--- config.mk ---
export PLATFORM = sky130hd
export DESIGN_NAME = cps_sequencer
export DESIGN_NICKNAME = d
export VERILOG_FILES = /design/src/shared/cps_pkg.sv /design/src/rtl/cps_alu.sv /design/src/rtl/cps_return_stack.sv /design/src/rtl/cps_sequencer.sv
export SDC_FILE = /design/constraint.sdc
export NUM_CORES = 1
export LEC_CHECK = 0
export ABC_AREA = 1
export ABC_CLOCK_PERIOD_IN_PS = 13310
export BUFFER_PORTS_ARGS = -buffer_cell sky130_fd_sc_hd__buf_2
export CAP_MARGIN = 10
export CORE_AREA = 4 4 124 215
export DETAILED_ROUTE_END_ITERATION = 16
export DIE_AREA = 0 0 128 219
export GPL_ROUTABILITY_DRIVEN = 0
export GPL_TIMING_DRIVEN = 0
export PLACE_DENSITY = 0.79
export SYNTH_ARGS = -nofsm -noshare
export SYNTH_HDL_FRONTEND = slang
export SYNTH_SLANG_ARGS = --single-unit
--- constraint.sdc ---
create_clock -name ref_clk -period 13.31 [get_ports ref_clk]
set_input_delay 2.662 -clock ref_clk [delete_from_list [all_inputs] [get_ports ref_clk]]
set_output_delay 2.662 -clock ref_clk [all_outputs]
set_load 0.01 [all_outputs]
--- src/shared/cps_pkg.sv ---
// Shared constants, encodings and carrier structs of the program sequencer.
package cps_pkg;
    localparam int PC_W = 13;
    localparam int BANK_W = 2;
    localparam int ADDR_W = 15;
    localparam int DATA_W = 8;
    localparam int INSTR_W = 16;
    localparam int SP_W = 4;
    localparam int PAGE_LSB = 8;
    localparam logic [SP_W-1:0] STACK_DEPTH = 4'hC;
    localparam logic [SP_W-1:0] STACK_LAST = 4'hB;
    localparam logic [SP_W-1:0] STACK_EMPTY = 4'h0;
    localparam logic [SP_W-1:0] SP_ONE = 4'h1;
    localparam logic [PC_W-1:0] RESET_VECTOR = 13'h0000;
    localparam logic [PC_W-1:0] PC_ONE = 13'h0001;
    localparam logic [DATA_W-1:0] BYTE_ZERO = 8'h00;
    localparam logic [DATA_W-1:0] BYTE_ONE = 8'h01;
    localparam logic [INSTR_W-1:0] WORD_ZERO = 16'h0000;

    typedef enum logic [1:0] {
        PH_T1 = 2'h0,
        PH_T2 = 2'h1,
        PH_T3 = 2'h2,
        PH_T4 = 2'h3
    } cps_phase_type;

    typedef enum logic [2:0] {
        OP_SEQ = 3'h0,
        OP_JUMP = 3'h1,
        OP_CALL = 3'h2,
        OP_RET = 3'h3,
        OP_INTERRUPT_RETURN = 3'h4,
        OP_SKIPZ = 3'h5,
        OP_SKIPNZ = 3'h6,
        OP_PCLWR = 3'h7
    } cps_op_type;

    typedef enum logic [3:0] {
        ALU_PASS = 4'h0,
        ALU_ADD = 4'h1,
        ALU_ADC = 4'h2,
        ALU_SUB = 4'h3,
        ALU_SBC = 4'h4,
        ALU_AND = 4'h5,
        ALU_OR = 4'h6,
        ALU_XOR = 4'h7,
        ALU_CPL = 4'h8,
        ALU_RR = 4'h9,
        ALU_RRC = 4'hA,
        ALU_RL = 4'hB,
        ALU_RLC = 4'hC,
        ALU_INC = 4'hD,
        ALU_DEC = 4'hE,
        ALU_NONE = 4'hF
    } cps_alu_type;

    typedef struct packed {
        logic ov;
        logic z;
        logic ac;
        logic c;
    } cps_status_type;

    typedef struct packed {
        cps_op_type op;
        logic extended;
        cps_alu_type aluOp;
        logic toMem;
        logic [PC_W-1:0] target;
    } cps_ctl_type;

    typedef struct packed {
        logic [ADDR_W-1:0] addr;
        logic strobe;
    } cps_fetch_type;
endpackage

--- src/rtl/cps_alu.sv ---
// Eight-bit arithmetic and logic unit with status generation.
`timescale 1ns/1ps
module cps_alu
    import cps_pkg::*;
(
    // Operation select.
    input wire cps_alu_type aluOp,
    // Operands and incoming status.
    input wire logic [DATA_W-1:0] opA,
    input wire logic [DATA_W-1:0] opB,
    input wire cps_status_type statusIn,
    // Result and updated status.
    output logic [DATA_W-1:0] result,
    output cps_status_type statusOut
);
    // Returns {carry, half carry, overflow, sum}.
    function automatic logic [DATA_W+2:0] addf(input logic [DATA_W-1:0] a,
            input logic [DATA_W-1:0] b, input logic cin);
        logic [DATA_W:0] s;
        logic [4:0] h;
        s = {1'b0, a} + {1'b0, b} + {8'h00, cin};
        h = {1'b0, a[3:0]} + {1'b0, b[3:0]} + {4'h0, cin};
        addf = {s[DATA_W], h[4], (a[7] == b[7]) && (s[7] != a[7]), s[DATA_W-1:0]};
    endfunction

    logic [DATA_W+2:0] sum;

    always_comb begin
        sum = {3'h0, BYTE_ZERO};
        result = opB;
        statusOut = statusIn;
        case (aluOp)
            ALU_ADD, ALU_ADC, ALU_SUB, ALU_SBC: begin
                case (aluOp)
                    ALU_ADD: sum = addf(opA, opB, 1'b0);
                    ALU_ADC: sum = addf(opA, opB, statusIn.c);
                    ALU_SUB: sum = addf(opA, ~opB, 1'b1);
                    default: sum = addf(opA, ~opB, statusIn.c);
                endcase
                result = sum[DATA_W-1:0];
                statusOut.c = sum[DATA_W+2];
                statusOut.ac = sum[DATA_W+1];
                statusOut.ov = sum[DATA_W];
            end
            ALU_AND: result = opA & opB;
            ALU_OR: result = opA | opB;
            ALU_XOR: result = opA ^ opB;
            ALU_CPL: result = ~opB;
            ALU_RR: result = {opB[0], opB[DATA_W-1:1]};
            ALU_RL: result = {opB[DATA_W-2:0], opB[DATA_W-1]};
            ALU_RRC: begin
                result = {statusIn.c, opB[DATA_W-1:1]};
                statusOut.c = opB[0];
            end
            ALU_RLC: begin
                result = {opB[DATA_W-2:0], statusIn.c};
                statusOut.c = opB[DATA_W-1];
            end
            ALU_INC: result = opB + BYTE_ONE;
            ALU_DEC: result = opB - BYTE_ONE;
            default: result = opB;
        endcase
        // Arithmetic, logic, increment and decrement results set the zero flag.
        if (aluOp inside {ALU_ADD, ALU_ADC, ALU_SUB, ALU_SBC, ALU_AND, ALU_OR,
                ALU_XOR, ALU_CPL, ALU_INC, ALU_DEC}) begin
            statusOut.z = (result == BYTE_ZERO);
        end
    end
endmodule

--- src/rtl/cps_return_stack.sv ---
// Twelve-level circular return-address stack.
`timescale 1ns/1ps
module cps_return_stack
    import cps_pkg::*;
(
    // Clock and reset.
    input wire logic ref_clk,
    input wire logic srst,
    // Push and pop requests, never both at once.
    input wire logic push,
    input wire logic pop,
    input wire logic [PC_W-1:0] pushData,
    // Top entry and fill state.
    output logic [PC_W-1:0] topData,
    output logic full
);
    logic [PC_W-1:0] mem [STACK_DEPTH];
    logic [SP_W-1:0] wrIdx;
    logic [SP_W-1:0] count;
    logic [SP_W-1:0] next_wrIdx;
    logic [SP_W-1:0] next_count;
    logic [SP_W-1:0] rdIdx;

    function automatic logic [SP_W-1:0] wrapDown(input logic [SP_W-1:0] i);
        wrapDown = (i == STACK_EMPTY) ? STACK_LAST : i - SP_ONE;
    endfunction

    always_comb begin
        next_wrIdx = wrIdx;
        next_count = count;
        rdIdx = wrapDown(wrIdx);
        if (push) begin
            next_wrIdx = (wrIdx == STACK_LAST) ? STACK_EMPTY : wrIdx + SP_ONE;
            // A push onto a full stack overwrites the oldest entry.
            if (count != STACK_DEPTH) begin
                next_count = count + SP_ONE;
            end
        end else if (pop && count != STACK_EMPTY) begin
            next_wrIdx = rdIdx;
            next_count = count - SP_ONE;
        end
    end

    always_ff @(posedge ref_clk) begin
        if (srst) begin
            wrIdx <= STACK_EMPTY;
            count <= STACK_EMPTY;
        end else begin
            wrIdx <= next_wrIdx;
            count <= next_count;
        end
    end

    always_ff @(posedge ref_clk) begin
        if (push) begin
            mem[wrIdx] <= pushData;
        end
    end

    assign topData = mem[rdIdx];
    assign full = (count == STACK_DEPTH);

    overflow_keep_a: assert property (
        @(posedge ref_clk) disable iff (srst)
        (push && full) |=> (full && topData == $past(pushData)))
        else $error("Push onto full stack lost the new entry.");

    reset_empty_a: assert property (
        @(posedge ref_clk) $past(srst) |-> (count == STACK_EMPTY && wrIdx == STACK_EMPTY))
        else $error("Stack pointer not at top after reset.");
endmodule

--- src/rtl/cps_sequencer.sv ---
// Four-phase instruction sequencer with fetch overlap, return stack and ALU.
// Summary of operation
// - Each instruction cycle is four clocks, phases one to four, in fixed order.
// - Phase one fetches a new word and advances the counter; others execute.
// - Fetch overlaps execution; extended instructions hold the pipeline one cycle.
// - Jumps, calls and returns cost one extra cycle as the fetched word is dropped.
// - The counter steps by one unless the instruction branches.
// - Fetch address is bank pointer above the thirteen-bit counter.
// - Only the low counter byte is visible to software, read and write.
// - Writing the low byte jumps within the current page and adds a dummy cycle.
// - Jump, call, interrupt and reset load the counter with their target.
// - A met skip condition drops the fetched word for a dummy cycle.
// - The stack holds counter values only, twelve deep, hidden from software.
// - Call and interrupt acknowledge push; both return kinds pop into the counter.
// - Reset points the stack pointer at the top of the stack.
// - With the stack full an interrupt waits unacknowledged until a return.
// - A call on a full stack proceeds and loses the oldest entry.
// - An eight-bit ALU feeds results to the accumulator or named register.
// - ALU carry, borrow and other status changes update the status register.
// - After reset execution starts at the lowest program address.
`timescale 1ns/1ps
module cps_sequencer
    import cps_pkg::*;
(
    // Clock and reset.
    input wire logic ref_clk,
    input wire logic srst,
    // Program memory.
    output cps_fetch_type fetch,
    input wire logic [INSTR_W-1:0] instrWord,
    // Instruction decoder.
    output logic [INSTR_W-1:0] execWord,
    output logic execValid,
    input wire cps_ctl_type ctl,
    // Data memory and special registers.
    input wire logic [BANK_W-1:0] bankPtr,
    input wire logic [DATA_W-1:0] operand,
    output logic [DATA_W-1:0] acc,
    output cps_status_type status,
    output logic memWrite,
    output logic [DATA_W-1:0] memData,
    output logic [DATA_W-1:0] pcLow,
    // Interrupt controller.
    input wire logic intReq,
    input wire logic [PC_W-1:0] intVector,
    output logic intAck,
    output logic intReturn
);
    cps_phase_type phase;
    cps_phase_type next_phase;
    logic [PC_W-1:0] pc;
    logic [PC_W-1:0] next_pc;
    logic [PC_W-1:0] fetchedAddr;
    logic [PC_W-1:0] next_fetchedAddr;
    cps_fetch_type next_fetch;
    logic fetchIssued;
    logic next_fetchIssued;
    logic [INSTR_W-1:0] fetchReg;
    logic [INSTR_W-1:0] next_fetchReg;
    logic [INSTR_W-1:0] next_execWord;
    logic next_execValid;
    logic extPending;
    logic next_extPending;
    logic next_intAck;
    logic next_intReturn;
    logic [DATA_W-1:0] next_acc;
    cps_status_type next_status;
    logic next_memWrite;
    logic [DATA_W-1:0] next_memData;
    logic [DATA_W-1:0] aluResult;
    cps_status_type aluStatus;
    logic aluZero;
    logic doCommit;
    logic holdExt;
    logic takeInt;
    logic flush;
    logic [PC_W-1:0] branchPc;
    logic stackPush;
    logic stackPop;
    logic [PC_W-1:0] stackIn;
    logic [PC_W-1:0] stackTop;
    logic stackFull;

    cps_alu alu (
        .aluOp(ctl.aluOp),
        .opA(acc),
        .opB(operand),
        .statusIn(status),
        .result(aluResult),
        .statusOut(aluStatus)
    );

    cps_return_stack stack (
        .ref_clk(ref_clk),
        .srst(srst),
        .push(stackPush),
        .pop(stackPop),
        .pushData(stackIn),
        .topData(stackTop),
        .full(stackFull)
    );

    // Phase divider: one clock per phase.
    always_comb begin
        case (phase)
            PH_T1: next_phase = PH_T2;
            PH_T2: next_phase = PH_T3;
            PH_T3: next_phase = PH_T4;
            PH_T4: next_phase = PH_T1;
            default: next_phase = PH_T1;
        endcase
    end

    always_ff @(posedge ref_clk) begin
        if (srst) begin
            phase <= PH_T4;
        end else begin
            phase <= next_phase;
        end
    end

    // Execution decision for the instruction in the execute stage.
    always_comb begin
        aluZero = (aluResult == BYTE_ZERO);
        holdExt = execValid && ctl.extended && !extPending;
        doCommit = (phase == PH_T4) && execValid && !holdExt;
        flush = 1'b0;
        branchPc = pc;
        stackPush = 1'b0;
        stackPop = 1'b0;
        stackIn = fetchedAddr;
        takeInt = 1'b0;
        if (doCommit) begin
            case (ctl.op)
                OP_JUMP: begin
                    flush = 1'b1;
                    branchPc = ctl.target;
                end
                OP_CALL: begin
                    flush = 1'b1;
                    branchPc = ctl.target;
                    stackPush = 1'b1;
                end
                OP_RET, OP_INTERRUPT_RETURN: begin
                    flush = 1'b1;
                    branchPc = stackTop;
                    stackPop = 1'b1;
                end
                OP_SKIPZ: flush = aluZero;
                OP_SKIPNZ: flush = !aluZero;
                OP_PCLWR: begin
                    flush = 1'b1;
                    branchPc = {fetchedAddr[PC_W-1:PAGE_LSB], aluResult};
                end
                default: flush = 1'b0;
            endcase
            // An interrupt takes the slot of the fetched word when the stack has room.
            if (!flush && intReq && !stackFull) begin
                takeInt = 1'b1;
                flush = 1'b1;
                branchPc = intVector;
                stackPush = 1'b1;
            end
        end
    end

    // Fetch and execute pipeline.
    always_comb begin
        next_pc = pc;
        next_fetchedAddr = fetchedAddr;
        next_fetch = fetch;
        next_fetchIssued = fetchIssued;
        next_fetchReg = fetchReg;
        next_execWord = execWord;
        next_execValid = execValid;
        next_extPending = extPending;
        next_intAck = 1'b0;
        next_intReturn = 1'b0;
        next_fetch.strobe = 1'b0;
        // The word fetched during the first half of an extended instruction is kept.
        if (phase == PH_T2 && fetchIssued && !extPending) begin
            next_fetchReg = instrWord;
        end
        if (phase == PH_T4) begin
            if (holdExt) begin
                // Second cycle of an extended instruction: no new fetch.
                next_extPending = 1'b1;
            end else begin
                next_extPending = 1'b0;
                next_fetch.strobe = 1'b1;
                next_fetch.addr = {bankPtr, branchPc};
                next_fetchedAddr = branchPc;
                next_pc = branchPc + PC_ONE;
                next_fetchIssued = 1'b1;
                next_execWord = fetchReg;
                next_execValid = fetchIssued && !flush;
                next_intAck = takeInt;
                next_intReturn = doCommit && ctl.op == OP_INTERRUPT_RETURN;
            end
        end
    end

    always_ff @(posedge ref_clk) begin
        if (srst) begin
            pc <= RESET_VECTOR;
            fetchedAddr <= RESET_VECTOR;
            fetch <= '0;
            fetchIssued <= 1'b0;
            fetchReg <= WORD_ZERO;
            execWord <= WORD_ZERO;
            execValid <= 1'b0;
            extPending <= 1'b0;
            intAck <= 1'b0;
            intReturn <= 1'b0;
        end else begin
            pc <= next_pc;
            fetchedAddr <= next_fetchedAddr;
            fetch <= next_fetch;
            fetchIssued <= next_fetchIssued;
            fetchReg <= next_fetchReg;
            execWord <= next_execWord;
            execValid <= next_execValid;
            extPending <= next_extPending;
            intAck <= next_intAck;
            intReturn <= next_intReturn;
        end
    end

    // Datapath write-back and status.
    always_comb begin
        next_acc = acc;
        next_status = status;
        next_memWrite = 1'b0;
        next_memData = memData;
        if (doCommit && ctl.aluOp != ALU_NONE) begin
            next_status = aluStatus;
            if (ctl.op inside {OP_SEQ, OP_SKIPZ, OP_SKIPNZ}) begin
                if (ctl.toMem) begin
                    next_memWrite = 1'b1;
                    next_memData = aluResult;
                end else begin
                    next_acc = aluResult;
                end
            end
        end
    end

    always_ff @(posedge ref_clk) begin
        if (srst) begin
            acc <= BYTE_ZERO;
            status <= '0;
            memWrite <= 1'b0;
            memData <= BYTE_ZERO;
            pcLow <= BYTE_ZERO;
        end else begin
            acc <= next_acc;
            status <= next_status;
            memWrite <= next_memWrite;
            memData <= next_memData;
            pcLow <= next_fetchedAddr[PAGE_LSB-1:0];
        end
    end

    phase_cycle_a: assert property (
        @(posedge ref_clk) disable iff (srst)
        (phase == PH_T1) |=> (phase == PH_T2) ##1 (phase == PH_T3)
            ##1 (phase == PH_T4) ##1 (phase == PH_T1))
        else $error("Phases out of order.");

    fetch_advance_a: assert property (
        @(posedge ref_clk) disable iff (srst)
        fetch.strobe |-> (phase == PH_T1 && pc == fetchedAddr + PC_ONE
            && fetch.addr[PC_W-1:0] == fetchedAddr))
        else $error("Fetch not at phase one or counter not advanced.");

    seq_step_a: assert property (
        @(posedge ref_clk) disable iff (srst)
        (doCommit && ctl.op == OP_SEQ && !takeInt)
            |=> (fetch.addr[PC_W-1:0] == $past(pc) && execValid == $past(fetchIssued)))
        else $error("Sequential step did not fetch the next address.");

    jump_dummy_a: assert property (
        @(posedge ref_clk) disable iff (srst)
        (doCommit && ctl.op == OP_JUMP)
            |=> (!execValid && fetch.strobe && fetch.addr == {$past(bankPtr), $past(ctl.target)}))
        else $error("Jump did not insert a dummy cycle at its target.");

    pcl_page_a: assert property (
        @(posedge ref_clk) disable iff (srst)
        (doCommit && ctl.op == OP_PCLWR) |=> (!execValid
            && fetch.addr[PC_W-1:PAGE_LSB] == $past(fetchedAddr[PC_W-1:PAGE_LSB])
            && fetch.addr[PAGE_LSB-1:0] == $past(aluResult)))
        else $error("Low byte write left its page or kept the fetched word.");

    skip_dummy_a: assert property (
        @(posedge ref_clk) disable iff (srst)
        (doCommit && ctl.op == OP_SKIPZ && aluZero) |=> !execValid [*4] ##1 execValid)
        else $error("Taken skip did not give exactly one dummy cycle.");

    ext_hold_a: assert property (
        @(posedge ref_clk) disable iff (srst)
        (phase == PH_T4 && holdExt) |=> (!fetch.strobe && extPending && $stable(pc)
            && $stable(execWord)))
        else $error("Extended instruction did not hold the pipeline.");

    full_no_ack_a: assert property (
        @(posedge ref_clk) disable iff (srst)
        (phase == PH_T4 && stackFull) |=> !intAck)
        else $error("Interrupt acknowledged with a full stack.");

    ret_restore_a: assert property (
        @(posedge ref_clk) disable iff (srst)
        (doCommit && ctl.op == OP_RET) |=> (fetch.addr[PC_W-1:0] == $past(stackTop)))
        else $error("Return did not restore the saved address.");

    reset_vector_a: assert property (
        @(posedge ref_clk) disable iff (srst)
        $past(srst) |=> (fetch.strobe && fetch.addr[PC_W-1:0] == RESET_VECTOR))
        else $error("First fetch after reset not at the reset vector.");
endmodule

Word level (Yosys, flattened, before mapping)
Memory sizes are Yosys's and may differ from the RTL's.
Index checks and enable logic that the tools add are counted.
- bits in registers: 110
- memory bits (writable): 156
- output and inout bits: 64
- logic and storage cells: 160
- memories kept: 1
- memory list (name ; words ; bits a word ; read ports ; clocked after memory_dff ; wr ports ; line ; RTL):
    stack.mem ; 12 ; 13 ; 1 ; 0 ; 1 ; cps_return_stack.sv:17 ; logic [PC_W-1:0] mem [STACK_DEPTH];
- add/sub/neg operators: 17
- eq/ne operators: 35
- multiplexer cells: 29
- bitwise logic cells: 10
- reductions and logical operators: 46
- operators with widths (operator ; count):
    one-hot mux 8 bit (11 select lines) ; 1
    one-hot mux 13 bit (3 select lines) ; 1
    == test 4 bit, second input constant ; 9
    one-hot mux 11 bit (3 select lines) ; 1
    2-to-1 mux 4 bit ; 7
    2-to-1 mux 13 bit ; 2
    adder 8 x 8 -> 9 bit ; 2
    adder 9 x 1 -> 9 bit ; 2
    == test 4 x 3 -> 1 bit, second input constant ; 4
    logical AND 1 bit ; 16
    2-to-1 mux 1 bit ; 14
    adder 13 x 1 -> 13 bit, second input constant ; 1
    == test 3 bit, second input constant ; 4
    adder 4 x 4 -> 5 bit ; 2
    adder 5 x 1 -> 5 bit ; 2
    AND reduction 2 bit ; 5
    nonzero test 10 bit ; 1
    adder 9 x 1 -> 9 bit, second input constant ; 1
    adder 4 x 1 -> 4 bit, second input constant ; 2
    adder 8 x 1 -> 8 bit, second input constant ; 1
    bitwise AND 8 bit ; 1
    == test 4 x 2 -> 1 bit, second input constant ; 2
    zero test 8 bit ; 1
    != test 4 bit, second input constant ; 2
    29 further kinds ; 53

Depth between registers and ports, before layout
- depth in word-level cells: 18
- mapped depth: 36

Cells and area by module
From an unflattened synthesis, not the netlist that was laid out.
- cells, all modules: 1883
- area total of the unflattened synthesis: 14523.9 um2
- modules (own cells, without submodules) (module ; times used ; cells each ; area each (um2)):
    cps_return_stack ; 1 ; 698 ; 7297.0
    cps_sequencer ; 1 ; 620 ; 4381.7
    cps_alu ; 1 ; 565 ; 2845.2

Worst setup path after synthesis
OpenSTA, ideal clock, no wires.
- kind: input to register
- start: input port operand[0]
- end: memory stack.mem[10][0] (enable)
- arrival: 6.411 ns
- path slack: 6.499 ns
- cell stages on the path: 22
- cells stage by stage: inv_1 > ha_1 > fa_1 > ha_1 > inv_1 > o21ai_0 > nor2_1 > nor2_1 > nand3_1 > nand2_1 > nand3_1 > a21oi_1 > nand3_2 > nor2_4 > nand2_2 > nand2_2 > nand4_4 > nand2_1 > nand2_1 > buf_2 > buf_1 > nor3_1
- longest elaborated chain between the ends: 16
- RTL lines (what ; line ; RTL):
    from (decl) ; cps_sequencer.sv:37 ; input wire logic [DATA_W-1:0] operand,
    inverter 8 bit ; cps_alu.sv:37, cps_alu.sv:38, cps_alu.sv:48 ;
    adder 8 x 8 -> 9 bit ; cps_alu.sv:21 ; s = {1'b0, a} + {1'b0, b} + {8'h00, cin};
    adder 9 x 1 -> 9 bit ; cps_alu.sv:21 ;
    one-hot mux 11 bit (3 select lines) ; cps_alu.sv:34 ; case (aluOp)
    one-hot mux 8 bit (11 select lines) * ; cps_alu.sv:32 ; case (aluOp)
    zero test 8 bit * ; cps_sequencer.sv:124 ; aluZero = (aluResult == BYTE_ZERO);
    zero test 1 bit ; cps_sequencer.sv:150 ; OP_SKIPNZ: flush = !aluZero;
    one-hot mux 1 bit (3 select lines) * ; cps_sequencer.sv:134 ; case (ctl.op)
    2-to-1 mux 1 bit * ; cps_sequencer.sv:133 ; if (doCommit) begin
    zero test 1 bit * ; cps_sequencer.sv:158 ; if (!flush && intReq && !stackFull) begin
    logical AND 1 bit * (2 in series) ; cps_sequencer.sv:158 ;
    2-to-1 mux 1 bit * ; cps_sequencer.sv:158 ;
    2-to-1 mux 1 bit * ; cps_sequencer.sv:133 ;
    2-to-1 mux 1 bit * ; cps_return_stack.sv:55 ; if (push) begin
    2-to-1 mux 1 bit (not written as such) * ; cps_return_stack.sv:56 ; mem[wrIdx] <= pushData;
    to (decl) ; cps_return_stack.sv:17 ;
Mark *: on every way between the ends. The rest lies on a longest branch, timed or not. The select of a mux whose other input is x is not followed.

Worst setup path after layout
- start: input port operand[0]
- end: register stack.count[3]
- longest elaborated chain between the ends: 16
- RTL lines (what ; line ; RTL):
    inverter 8 bit ; cps_alu.sv:37, cps_alu.sv:38, cps_alu.sv:48 ;
    adder 8 x 8 -> 9 bit ; cps_alu.sv:21 ;
    adder 9 x 1 -> 9 bit ; cps_alu.sv:21 ;
    one-hot mux 11 bit (3 select lines) ; cps_alu.sv:34 ;
    one-hot mux 8 bit (11 select lines) * ; cps_alu.sv:32 ;
    zero test 8 bit * ; cps_sequencer.sv:124 ;
    zero test 1 bit ; cps_sequencer.sv:150 ;
    one-hot mux 1 bit (3 select lines) * ; cps_sequencer.sv:134 ;
    2-to-1 mux 1 bit * ; cps_sequencer.sv:133 ;
    zero test 1 bit * ; cps_sequencer.sv:158 ;
    logical AND 1 bit * (2 in series) ; cps_sequencer.sv:158 ;
    2-to-1 mux 1 bit * ; cps_sequencer.sv:158 ;
    2-to-1 mux 1 bit * ; cps_sequencer.sv:133 ;
    != test 2 bit (no line) / nonzero test 2 bit (equally long branches) ; -- ;
    AND reduction 2 bit (no line) ; -- ;
    to (signal assigned) ; cps_return_stack.sv:50 ; count <= next_count;
    to (decl) ; cps_return_stack.sv:19 ; logic [SP_W-1:0] count;
Marks and branches as above.
A chain may end at the register's enable or synchronous reset.

==> summary.md <==
| Metric | Value |
|---|---|
| CP top delay family | simple AND/OR/NAND/NOR gates |
| Leakage | 6.48 nW |
| Syn_nets | 1753 |
| Main synth FF type | edfxtp_1 |
| Worst path arrival time | 8.09 ns |
| Post-place instance area | 14800 um2 |
| Crit. End Element | flip-flop |
| Clock Skews | 0.0114 ns |
| Final Setup Violations | 0 |
| Crit path top cell by count | nand2_1 |
| CTS buffer count | 23 |
| R2R depth | 29 |
| Die area | 28000 um2 |
| Top cells by area, synth | edfxtp_1 34%, dfxtp_1 14%, nand2_1 10% |
| Yosys warnings | 0 |
| TritonCTS clock tree | yes |
| Final Hold Vio Count | 0 |
| Insertion delay to the later sink of the worst-skew pair | 0.53 ns |
| FFs w/ async S/R, synth | 0% |
| RSZ-0062 raised after global routing | no |
| Combinational share of power | 15.9% |
| Min Tclk post-route | 7.67 ns |
| Number of top-level pins | 128 |
| Global-route wire length before repair | 65200 um |
| Total global-route track usage | 30.1% |
| Layout cells sized above 1 | 15.4% |
| Flop-to-flop setup slack | 7.80 ns |
| Fmax | 0.130 GHz |
| Critical Path RT | 13.73 ns |
| Area of the mapped netlist | 13600 um2 |
| Pins Over Slew Limit | 0 |
| Cell area after layout | 15500 um2 |
| Worst-case clock buffer depth | 3 |
| Vias in the first global route | 12200 |
| Clock network fraction of total power | 35.7% |
| Synth top cells by count | 367 x nand2_1, 156 x edfxtp_1, 152 x nor2_1 |
| Wirelength per Cell | 20.2 um |
| Crit path depth | 32 |
| Pwr Total | 1.83 mW |
| Reg2reg end | stack.count[3] |
| Overall routed net length | 43000 um |
| Drt first pass iters | 7 |
| Final Cycle Share | 57.6% |
| Cell-internal power | 1.31 mW |
| CP max stage cell | buf_1 |
| H-tree levels | 1 |
| Worst hold path class | flip-flop to flip-flop |
| Final worst slack | 5.64 ns |
| Cell accounting for the most synthesized area | edfxtp_1 |
| Synth-to-layout area growth | 14.2% |
| Crit Path Max Fanout | 12 |
| Most frequent cell after synthesis | nand2_1 |
| Total net switching power | 0.520 mW |
| Unique masters post-synth | 54 |
| Routed Antenna Nets | 0 |
| Via/cell ratio | 5.95 |
| Initial Utilization | 54.3% |
| Hold Crit Start | fetchReg[13] |
| Site Rows | 77 |
| Reg2reg start | acc[0] |
| Actual slew at the worst max-slew pin | 1.15 ns |
| Worst Path Buf+Inv | 5 |
| Pin count of the biggest net entering global routing | 16 |
| Final nets | 1916 |
| Slew HR | 22.5% |
| Flop pwr share | 48.3% |
| Power Dens Cells | 118 nW/um2 |
| First DRT Iteration DRCs | 1404 |
| Die outline width | 128 um |
| CP Class | primary input to flip-flop |
| Register area share after synthesis | 48.7% |
| Clock Root Buffer | clkbuf_16 |
| Hold Path Sink | fetchReg[13] |
| Seq cells post-synth | 253 |
| Run status | complete, no violations |
| TNS Setup | 0 ns |
| Clock Sink Count | 253 |
| Setup Buffers After CTS | 0 |
| Initial antenna violation count | 3 |
| Fillers | 2136 |
| Via count | 12700 |
| Synth Area per Inst | 8.31 um2 |
| # resized after CTS | 0 |
| DP Worst Slack | 5.20 ns |
| Top cell type's share of synthesized area | 34.5% |
| Crit start category | primary input |
| Hold buffer count at cts | 0 |
| # DRC | 0 |
| Total gr overflow | 0 |
| Max-Cap Viols | 0 |
| Sw frac | 28.5% |
| Post-synth EDFFs | 156 |
| Post-layout util | 62.0% |
| Post-Syn Instances | 1636 |
| Die height | 219 um |
| DP HPWL | 32200 um |
| Max IR drop VDD | 103 uV |
| Core area | 25000 um2 |
| Clk pin slew, worst setup/hold paths | 0.06 ns |
| Slowest stage delay, CP | 0.64 ns |
| Port bufs | 127 |
| Hold path cells | 2 |
## placed cells by master, fill, tap and decap left out, types with 10 or more instances in the layout
cell type	count
o21ai_1	10
buf_6	14
nand2_2	22
ha_1	49
nand2_1	367
nor2_2	11
buf_4	10
edfxtp_1	156
nand4_1	12
dfxtp_1	97
nor3_1	15
nor3_2	11
inv_1	143
inv_2	24
o21ai_0	141
a21oi_1	70
nor2_1	151
buf_2	131
o211ai_1	13
o221ai_1	16
a31oi_1	11
clkbuf_1	53
clkbuf_16	23
o22ai_1	14
nand3_1	149
## how the worst max path moves through the flow
| stage | startpoint | to | slack, ns |
|---|---|---|---|
| final | operand[0] | stack.count[3] | 5.64 |
| after global routing | operand[0] | stack.count[3] | 5.14 |
| after CTS | operand[0] | stack.mem[11][5] | 5.73 |
| after global placement | operand[0] | stack.mem[4][9] | 4.44 |
| after floorplan | operand[0] | stack.mem[10][0] | 6.50 |
| after detailed placement | operand[0] | stack.mem[11][10] | 5.20 |
## tightest hold or removal path: cells and delay by family (launching register included)
kind                   cells  cell delay, ns
AO/OA/AOI/OAI              1            0.05
buffers and inverters      1            0.05
flip-flops                 1            0.30
## routing by layer
metal	part of all wire [%]	track usage (%)	routed length, um
met5	0	0	0
met4	8.0	21.1	3460
met3	6.3	3.26	2730
met2	52	54.9	22300
met1	34	31.7	14500
## cells by family after synthesis
logic type                 Yosys count  share of synthesized area (%)
adders and majority gates           53                           5.10
AOI/OAI and AO/OA                  311                           13.4
and+or+nand+nor                    769                           24.9
DFF                                253                           48.7
buffers and inverters              239                           7.15
xor gates and xnor gates            11                          0.709
## registers in the layout, summed over array words and instances, names as in the netlist
name and count:
execValid 1, extPending 1, execWord 16, fetchIssued 1, memWrite 1, intAck 1, phase 2, fetch 16
stack.count 4, fetchReg 16, status 4, acc 8, stack.mem 156, memData 8, intReturn 1, stack.wrIdx 4
pc 13
## area by class of cell
cell class	instances	area, um2	share of cell area (%)
multi-input cells	1144	6050	39.0
repair buffers	138	763	4.92
clock inverters	10	109	0.701
diodes	3	7.51	0.0484
plain buffers	68	328	2.11
clock buffers	30	602	3.88
flip-flops and latches	253	6630	42.7
well taps	316	395	2.55
inverters	171	644	4.15
## stage by stage
stage / hold WS [ns] / cells
4_1_cts: 0.449 / 2129
2_1_floorplan: 0.425 / 1636
5_1_grt: 0.468 / 2133
6_report: 0.449 / 2133
3_3_place_gp: 0.435 / 2079
3_5_place_dp: 0.439 / 2089
## power by group through the flow
stage | Clock, mW | Combinational (mW) | Sequential (mW)
floorplan | 0 | 0.183 | 0.894
CTS | 0.658 | 0.286 | 0.882
global route | 0.687 | 0.320 | 0.884
detailed placement | 0 | 0.283 | 0.899
finish | 0.653 | 0.291 | 0.883
global placement | 0 | 0.276 | 0.898
No activity file was read; power rests on OpenSTA's default activity.
